[src/aac_defs.vh]
/*
  Constants for the averaging and compare logic of the converter:
  conversion timing in conversion-clock and bus-clock cycles,
  averaging encodings, widths and reset values.
  Assumes it is included by bare name from the design files.
*/
`ifndef AAC_DEFS_VH
`define AAC_DEFS_VH

// bus clock rate and conversion clock divider
`define AAC_BUS_CLK_MHZ        100
`define AAC_CONV_DIV           3'h2
`define AAC_DIV_W              3

// first-conversion overhead
`define AAC_OVH_SHORT_CONVERSION_CLOCK     6'h05
`define AAC_OVH_LONG_CONVERSION_CLOCK      6'h03
`define AAC_OVH_BUS            6'h05

// per-conversion durations in conversion-clock cycles
`define AAC_BASE_8BIT          6'h11
`define AAC_BASE_10BIT         6'h14
`define AAC_HS_ADDER           6'h02
`define AAC_LST_00             6'h14
`define AAC_LST_01             6'h0C
`define AAC_LST_10             6'h06
`define AAC_LST_11             6'h02

// averaging: log2 of the count, per select code
`define AAC_AVG_SEL_4          2'h0
`define AAC_AVG_SEL_8          2'h1
`define AAC_AVG_SEL_16         2'h2
`define AAC_AVG_SEL_32         2'h3
`define AAC_SHIFT_1            3'h0
`define AAC_SHIFT_4            3'h2
`define AAC_SHIFT_8            3'h3
`define AAC_SHIFT_16           3'h4
`define AAC_SHIFT_32           3'h5

// widths
`define AAC_DATA_W             10
`define AAC_ACC_W              15

// reset values
`define AAC_RESULT_RESET       10'h000
`define AAC_ACC_RESET          15'h0000

`endif

[src/aac_compare.v]
/*
  Compare unit: judges one (possibly averaged) result against one
  or two compare values in the six documented compare modes.
  Purely combinational; the caller registers whatever it drives out.
*/
`timescale 1ns/10ps
`default_nettype none

module aac_compare (
  // value under test
  input  wire [9:0] value,
  // compare setup
  input  wire [9:0] first_compare_value,
  input  wire [9:0] second_compare_value,
  input  wire       compare_greater_select,
  input  wire       compare_range_enable,
  // verdict
  output reg        compare_true
);

  wire below_first  = value <  first_compare_value;
  wire at_or_above1 = value >= first_compare_value;
  wire above_second = value >  second_compare_value;
  wire at_or_below2 = value <= second_compare_value;
  wire first_le_sec = first_compare_value <= second_compare_value;

  always @* begin
    case ({compare_range_enable, compare_greater_select})
      2'h0: compare_true = below_first;
      2'h1: compare_true = at_or_above1;
      2'h2: compare_true = first_le_sec ? (below_first | above_second)
                                        : (below_first & above_second);
      2'h3: compare_true = first_le_sec ? (at_or_above1 & at_or_below2)
                                        : (at_or_above1 | at_or_below2);
      default: compare_true = 1'b0;
    endcase
  end

endmodule // aac_compare

`default_nettype wire

[src/aac_average_compare.v]
/*
  Result post-processing and timing of a successive-approximation
  converter: sequences single or averaged conversions, accumulates
  and averages samples, applies the compare and posts the result.
  Assumes sample_value is valid from the converter core, on clk, at
  the end of every conversion, and that control inputs come from
  registers on the same clock.
*/
// How it works
// - averaging enable makes the block average 4, 8, 16 or 32 conversions
// - active flag stays high for the whole averaging sequence
// - each sample is accumulated; average formed only after the last one
// - single conversions inside an averaging run never set complete flag
// - average posted and complete flag set only when compare off or true
// - interrupt request follows complete flag while interrupt enable is 1
// - averaging continues in wait and stop; interrupt wakes the MCU
// - single threshold, greater select clear: true when result below first value
// - single threshold, greater select set: true when result at or above first
// - range, greater clear, first <= second: outside range, endpoints excluded
// - range, greater clear, first > second: inside range, endpoints excluded
// - range, greater set, first <= second: inside range, endpoints included
// - range, greater set, first > second: outside range, endpoints included
// - false compare leaves complete flag clear and result unchanged
// - with averaging, compare judges the averaged value only
// - compare keeps running in wait and stop; a match wakes the MCU while interrupt enable is 1
// - short sample first conversion costs 5 conversion plus 5 bus cycles
// - base conversion is 17 cycles in 8-bit, 20 in 10-bit mode
// - count select 00/01/10/11 means 4/8/16/32; factor 1 when averaging off
// - total time: overhead plus factor times base, long and high-speed adders
// - high-speed configuration adds two conversion cycles to every conversion
`timescale 1ns/10ps
`default_nettype none
`include "aac_defs.vh"

module aac_average_compare (
  // clock and reset
  input  wire       clk,
  input  wire       sys_rst,
  // conversion setup
  input  wire       conv_start,
  input  wire       mode_10bit,
  input  wire       long_sample_enable,
  input  wire [1:0] long_sample_select,
  input  wire       high_speed_config,
  // averaging setup
  input  wire       average_enable,
  input  wire [1:0] average_count_select,
  // compare setup
  input  wire       compare_enable,
  input  wire       compare_greater_select,
  input  wire       compare_range_enable,
  input  wire [9:0] first_compare_value,
  input  wire [9:0] second_compare_value,
  // flag handling and power state
  input  wire       complete_irq_enable,
  input  wire       complete_flag_clear,
  input  wire       mcu_low_power,
  // converter core data
  input  wire [9:0] sample_value,
  // status and result
  output reg        conversion_active_flag,
  output reg        conversion_complete_flag,
  output reg  [9:0] result_register,
  output reg        sample_strobe,
  output reg        irq_request,
  output reg        wake_request
);

  localparam [2:0] ST_IDLE     = 3'h0;
  localparam [2:0] ST_OVH_CONVERSION_CLOCK = 3'h1;
  localparam [2:0] ST_OVH_BUS  = 3'h2;
  localparam [2:0] ST_CONVERT  = 3'h3;
  localparam [2:0] ST_FINISH   = 3'h4;

  // log2 of the averaging factor
  function [2:0] avg_shift;
    input       enable;
    input [1:0] sel;
    begin
      if (!enable) begin
        avg_shift = `AAC_SHIFT_1;
      end else begin
        case (sel)
          `AAC_AVG_SEL_4:  avg_shift = `AAC_SHIFT_4;
          `AAC_AVG_SEL_8:  avg_shift = `AAC_SHIFT_8;
          `AAC_AVG_SEL_16: avg_shift = `AAC_SHIFT_16;
          default:         avg_shift = `AAC_SHIFT_32;
        endcase
      end
    end
  endfunction

  // long sample time adder in conversion-clock cycles
  function [5:0] long_adder;
    input       enable;
    input [1:0] sel;
    begin
      if (!enable) begin
        long_adder = 6'h00;
      end else begin
        case (sel)
          2'h0:    long_adder = `AAC_LST_00;
          2'h1:    long_adder = `AAC_LST_01;
          2'h2:    long_adder = `AAC_LST_10;
          default: long_adder = `AAC_LST_11;
        endcase
      end
    end
  endfunction

  // first-conversion overhead in conversion-clock cycles
  function [5:0] first_overhead;
    input long_enable;
    begin
      if (long_enable) begin
        first_overhead = `AAC_OVH_LONG_CONVERSION_CLOCK;
      end else begin
        first_overhead = `AAC_OVH_SHORT_CONVERSION_CLOCK;
      end
    end
  endfunction

  reg  [2:0]              state;
  reg  [`AAC_DIV_W-1:0]   div_cnt;
  reg  [5:0]              phase_cnt;
  reg  [5:0]              conv_left;
  reg  [5:0]              cfg_per_conv;
  reg  [5:0]              cfg_ovh_conversion_clock;
  reg  [2:0]              cfg_shift;
  reg                     cfg_mode_10bit;
  reg  [`AAC_ACC_W-1:0]   acc;

  wire                    conversion_clock_tick;
  wire [`AAC_DATA_W-1:0]  sample_in;
  wire [`AAC_ACC_W-1:0]   acc_shifted;
  wire [`AAC_DATA_W-1:0]  avg_value;
  wire                    cmp_true;
  wire                    post_result;
  wire                    next_complete;
  wire                    next_active;
  wire [5:0]              base_time;
  wire [5:0]              hs_time;
  wire [5:0]              factor;

  // the conversion clock is a tick every AAC_CONV_DIV bus cycles
  assign conversion_clock_tick = (div_cnt == (`AAC_CONV_DIV - 3'h1));

  always @(posedge clk or posedge sys_rst) begin
    if (sys_rst) begin
      div_cnt <= {`AAC_DIV_W{1'b0}};
    end else if (conversion_clock_tick) begin
      div_cnt <= {`AAC_DIV_W{1'b0}};
    end else begin
      div_cnt <= div_cnt + 3'h1;
    end
  end

  assign base_time = mode_10bit ? `AAC_BASE_10BIT : `AAC_BASE_8BIT;
  assign hs_time   = high_speed_config ? `AAC_HS_ADDER : 6'h00;
  assign factor    = 6'h01 << avg_shift(average_enable, average_count_select);

  // 8-bit mode keeps only the low byte of the core's word
  assign sample_in = cfg_mode_10bit ? sample_value : {2'h0, sample_value[7:0]};

  assign acc_shifted = acc >> cfg_shift;
  assign avg_value   = acc_shifted[`AAC_DATA_W-1:0];

  aac_compare u_compare (
    .value                  (avg_value),
    .first_compare_value    (first_compare_value),
    .second_compare_value   (second_compare_value),
    .compare_greater_select (compare_greater_select),
    .compare_range_enable   (compare_range_enable),
    .compare_true           (cmp_true)
  );

  assign post_result = (state == ST_FINISH) & (~compare_enable | cmp_true);

  // set wins over a clear in the same cycle
  assign next_complete = post_result | (conversion_complete_flag & ~complete_flag_clear);

  // sequencer: overhead, then factor conversions, then finish
  always @(posedge clk or posedge sys_rst) begin
    if (sys_rst) begin
      state          <= ST_IDLE;
      phase_cnt      <= 6'h00;
      conv_left      <= 6'h00;
      cfg_per_conv   <= 6'h00;
      cfg_ovh_conversion_clock   <= 6'h00;
      cfg_shift      <= `AAC_SHIFT_1;
      cfg_mode_10bit <= 1'b0;
      acc            <= `AAC_ACC_RESET;
      sample_strobe  <= 1'b0;
    end else begin
      sample_strobe <= 1'b0;
      case (state)
        ST_IDLE: begin
          // setup is frozen at start so a run keeps one timing
          if (conv_start) begin
            state          <= ST_OVH_CONVERSION_CLOCK;
            phase_cnt      <= 6'h00;
            cfg_per_conv   <= base_time + long_adder(long_sample_enable, long_sample_select) + hs_time;
            conv_left      <= factor;
            cfg_shift      <= avg_shift(average_enable, average_count_select);
            cfg_mode_10bit <= mode_10bit;
            cfg_ovh_conversion_clock   <= first_overhead(long_sample_enable);
            acc            <= `AAC_ACC_RESET;
          end
        end
        ST_OVH_CONVERSION_CLOCK: begin
          if (conversion_clock_tick) begin
            if (phase_cnt == cfg_ovh_conversion_clock - 6'h01) begin
              state     <= ST_OVH_BUS;
              phase_cnt <= 6'h00;
            end else begin
              phase_cnt <= phase_cnt + 6'h01;
            end
          end
        end
        ST_OVH_BUS: begin
          if (phase_cnt == `AAC_OVH_BUS - 6'h01) begin
            state     <= ST_CONVERT;
            phase_cnt <= 6'h00;
          end else begin
            phase_cnt <= phase_cnt + 6'h01;
          end
        end
        ST_CONVERT: begin
          if (conversion_clock_tick) begin
            if (phase_cnt == cfg_per_conv - 6'h01) begin
              acc           <= acc + {5'h00, sample_in};
              sample_strobe <= 1'b1;
              phase_cnt     <= 6'h00;
              conv_left     <= conv_left - 6'h01;
              // no flag until the last conversion
              if (conv_left == 6'h01) begin
                state <= ST_FINISH;
              end
            end else begin
              phase_cnt <= phase_cnt + 6'h01;
            end
          end
        end
        ST_FINISH: begin
          state <= ST_IDLE;
        end
        default: begin
          state <= ST_IDLE;
        end
      endcase
    end
  end

  // active from start until the finish cycle ends
  assign next_active = (state == ST_IDLE) ? conv_start : (state != ST_FINISH);

  // run status
  always @(posedge clk or posedge sys_rst) begin
    if (sys_rst) begin
      conversion_active_flag <= 1'b0;
    end else begin
      conversion_active_flag <= next_active;
    end
  end

  // completion flag and result, both land on the edge that ends the run
  always @(posedge clk or posedge sys_rst) begin
    if (sys_rst) begin
      conversion_complete_flag <= 1'b0;
      result_register          <= `AAC_RESULT_RESET;
    end else begin
      conversion_complete_flag <= next_complete;
      // false compare leaves the result untouched
      if (post_result) begin
        result_register <= avg_value;
      end
    end
  end

  // levels, not pulses, so software that polls late still sees the request
  always @(posedge clk or posedge sys_rst) begin
    if (sys_rst) begin
      irq_request  <= 1'b0;
      wake_request <= 1'b0;
    end else begin
      irq_request  <= next_complete & complete_irq_enable;
      wake_request <= next_complete & complete_irq_enable & mcu_low_power;
    end
  end

endmodule // aac_average_compare

`default_nettype wire

[config.mk]
export PLATFORM = sky130hd
export DESIGN_NAME = aac_average_compare
export DESIGN_NICKNAME = d
export VERILOG_FILES = /design/src/aac_compare.v /design/src/aac_average_compare.v
export VERILOG_INCLUDE_DIRS = /design/src
export SDC_FILE = /design/constraint.sdc
export NUM_CORES = 1
export LEC_CHECK = 0
export ABC_AREA = 1
export BUFFER_PORTS_ARGS = -buffer_cell sky130_fd_sc_hd__buf_2
export CORE_ASPECT_RATIO = 1.75
export CORE_MARGIN = 1.5
export CORE_UTILIZATION = 40
export CTS_CLUSTER_DIAMETER = 60
export CTS_CLUSTER_SIZE = 8
export DETAILED_ROUTE_END_ITERATION = 6
export PLACE_DENSITY_LB_ADDON = 0.05
export SKIP_CTS_REPAIR_TIMING = 1
export SYNTH_ARGS = -nofsm -noshare
export SYNTH_HDL_FRONTEND = slang
export SYNTH_SLANG_ARGS = --single-unit
[constraint.sdc]
create_clock -name clk -period 8.02 [get_ports clk]
set_input_delay 2.406 -clock clk [delete_from_list [all_inputs] [get_ports clk]]
set_output_delay 2.406 -clock clk [all_outputs]
set_load 0.01 [all_outputs]
==> results.cfg <==
[sta]
slew_headroom = 0.4661
rsz0062_at_grt = false
hold_viol = 0
max_freq_mhz = 247.0
finalCritPeriodShare = 0.5048
clock_skew_ns = 0.006084
worstMarginPinSlew_ns = 0.8009
setup_violations = 0
slew_violations = 0
fin_crit_ns = 4.048
fin_tns_setup_ns = 0

[outcome]
status = completed

[floorplan]
core_area_mm2 = 0.01236
io_pins = 62
die_w_um = 87.66
die_h_um = 151.2
start_util = 0.4058
rows = 54
dieArea_mm2 = 0.01325

[drt]
first_pass_iters = 4
post-route-drc-count = 0
routed_wl_mm = 12.21
drt_iter0_drc = 161
via_count = 4518
via_per_inst = 4.922
wire_per_inst_um = 13.30
antenna_left = 0

[critical_path]
rr_startpoint = cfg_shift[0]
end_kind = flop
critPathMaxFanout = 17
start_kind = primary input
crit_type = primary input to flop
worstPathRequired_ns = 8.30
arrival_ns = 4.33
crit_start = second_compare_value[9]

[synth]
syn_area_mm2 = 0.005017
synthTopCellsByArea = dfrtp_1 30%, nand2_1 13%, ha_1 12%
synth_seq_cells = 61
yosysWarnings = 0
syn_inst = 688
yosysSeqAreaShare = 0.3042
synth_async_sr_flop_share = 1.000
synth_most_common_cell = nand2_1
synth_top_flop_cell = dfrtp_1
ys_types = 44
synth_edf_count = 0
syn_nets = 786
synth_top_area_frac = 0.3042
syn_area_per_cell_um2 = 7.293
synth.largest_area_cell = dfrtp_1
ys_top_cells_by_count = 179 x nand2_1, 101 x inv_1, 61 x dfrtp_1, 49 x ha_1, 47 x o21ai_0

[finish]
final_nets = 843
syn_to_final_growth_pct = 14.84
layout-drive-gt1-share = 0.1627
n_antenna_cell = 0
post-route-util = 0.4660

[worst_hold_path]
hold_path.class = flop to flop
min_from = result_register[2]

[global_route]
grt_pass1_vias = 4564
grt_pass1_wl_mm = 20.68
grt_max_degree = 62
grt-ovfl-total = 0
grt_use_total = 0.2021
antenna_found_initial = 0

[cts]
root_buffer = clkbuf_16
clock_latency_ns = 0.34
cts_made_buffers = 9
tritoncts = done
clkSlewWorstSetupHoldPaths_ns = 0.06
clock_path_buffers = 2
cts_max_level = 3
cts_sinks = 61

[power]
powerDensity_mw_per_mm2 = 326.3
ir_worst_vdd_mv = 0.1410
p_leak_nw = 3.073

[run]
max-cap-violations = 0

[place]
gp_congestion = 0.8090
dp_hpwl_mm = 9.837
port-buffer-count = 61
report_power, final:
part | total, mW | switching (mW) | internal [mW]
combinational | 0.952 | 0.605 | 0.347
sequential | 0.503 | 0.101 | 0.401
clock | 0.425 | 0.152 | 0.273
state kept, by name, summed over array words and instances (netlist names), 3 cells and up:
register and cells:
acc 15, cfg_ovh_conversion_clock 3, cfg_per_conv 6, cfg_shift 3, conv_left 6, div_cnt 3
phase_cnt 6, result_register 10, state 3
final timing paths:
| path | endpoint | slack, ns | cells past startpoint |
|---|---|---|---|
| max reg2reg | wake_request | 4.25 | 21 |
| min reg2reg | result_register[2] | 0.47 | 2 |
| min | result_register[2] | 0.47 | 2 |
| max | wake_request | 3.97 | 16 |
| min in group asynchronous | div_cnt[0] | 2.29 | 3 |
| max in group asynchronous | acc[3] | 5.20 | 3 |
cell type report:
cell class                 count  area [um2]
sequential                    61        1526
tap                          168       210.2
multi-input combinational    506        2995
inverter                     105       394.1
fill                        1322        6603
clock buffer                   9       225.2
clock inverter                 7       97.59
timing repair buffer          62       312.8
metal layers:
metal | wire [um] | vias to the layer above | global-route usage
li1 | - | 2347 | -
met2 | 6715 | 74 | 0.3815
met3 | 294 | 21 | 0.03324
met5 | 0 | - | 0
met4 | 311 | 0 | 0.08254
met1 | 4891 | 2076 | 0.2169
cells in the final DEF (no fill, tap or decap), types with 3 or more instances in the layout:
cell / synthesis / routed
a21o_1: 4 / 4
inv_2: 2 / 3
xnor2_1: 13 / 13
o21ai_0: 47 / 47
buf_2: 5 / 61
o211ai_1: 4 / 4
a21oi_1: 22 / 22
nand2_2: 3 / 3
o21a_1: 4 / 4
nor2_1: 41 / 41
or2_2: 5 / 5
a31oi_1: 4 / 4
o22ai_1: 3 / 3
inv_1: 101 / 100
nand4_1: 6 / 6
o21ai_2: 18 / 18
nor2_2: 5 / 5
o21bai_1: 4 / 4
o21ai_1: 7 / 7
nand2_1: 179 / 179
nand3_1: 45 / 45
xor2_1: 12 / 12
nor3_1: 10 / 10
dfrtp_1: 61 / 61
mux2i_1: 3 / 3
clkbuf_16: 0 / 9
ha_1: 49 / 49
through the flow:
step	total power, mW	setup WS (ns)	cell area, um2	instances	hold slack, ns
floorplan	1.245	3.967	5017	688	0.4526
global placement	1.459	3.643	5439	902	0.4764
detailed placement	1.474	3.624	5439	902	0.4638
CTS	1.909	3.976	5762	918	0.4787
global route	2.076	3.720	5762	918	0.5111
finish	1.880	3.972	5762	918	0.4740
logic make-up after synthesis:
| group | count (synthesis) | synth area share |
|---|---|---|
| xor+xnor | 26 | 0.04813 |
| mux | 3 | 0.005985 |
| fa+ha+maj | 51 | 0.1302 |
| compound gates | 122 | 0.1486 |
| buf+inv | 121 | 0.09875 |
| simple gates | 304 | 0.2641 |
| flops | 61 | 0.3042 |
critical path: stages:
cell and delay [ns]:
buf_2 0.08, inv_1 0.04, ha_1 0.30, nand2_1 0.10
inv_1 0.04, a21oi_1 0.26, nand2_1 0.11, nor2_1 0.12
nor2_2 0.06, a21oi_1 0.13, nand2_1 0.11, nand4_4 0.13
nand2_4 0.16, nand2_2 0.12, nand2_1 0.07, nor2_1 0.08
No activity file was read; power rests on OpenSTA's default activity.
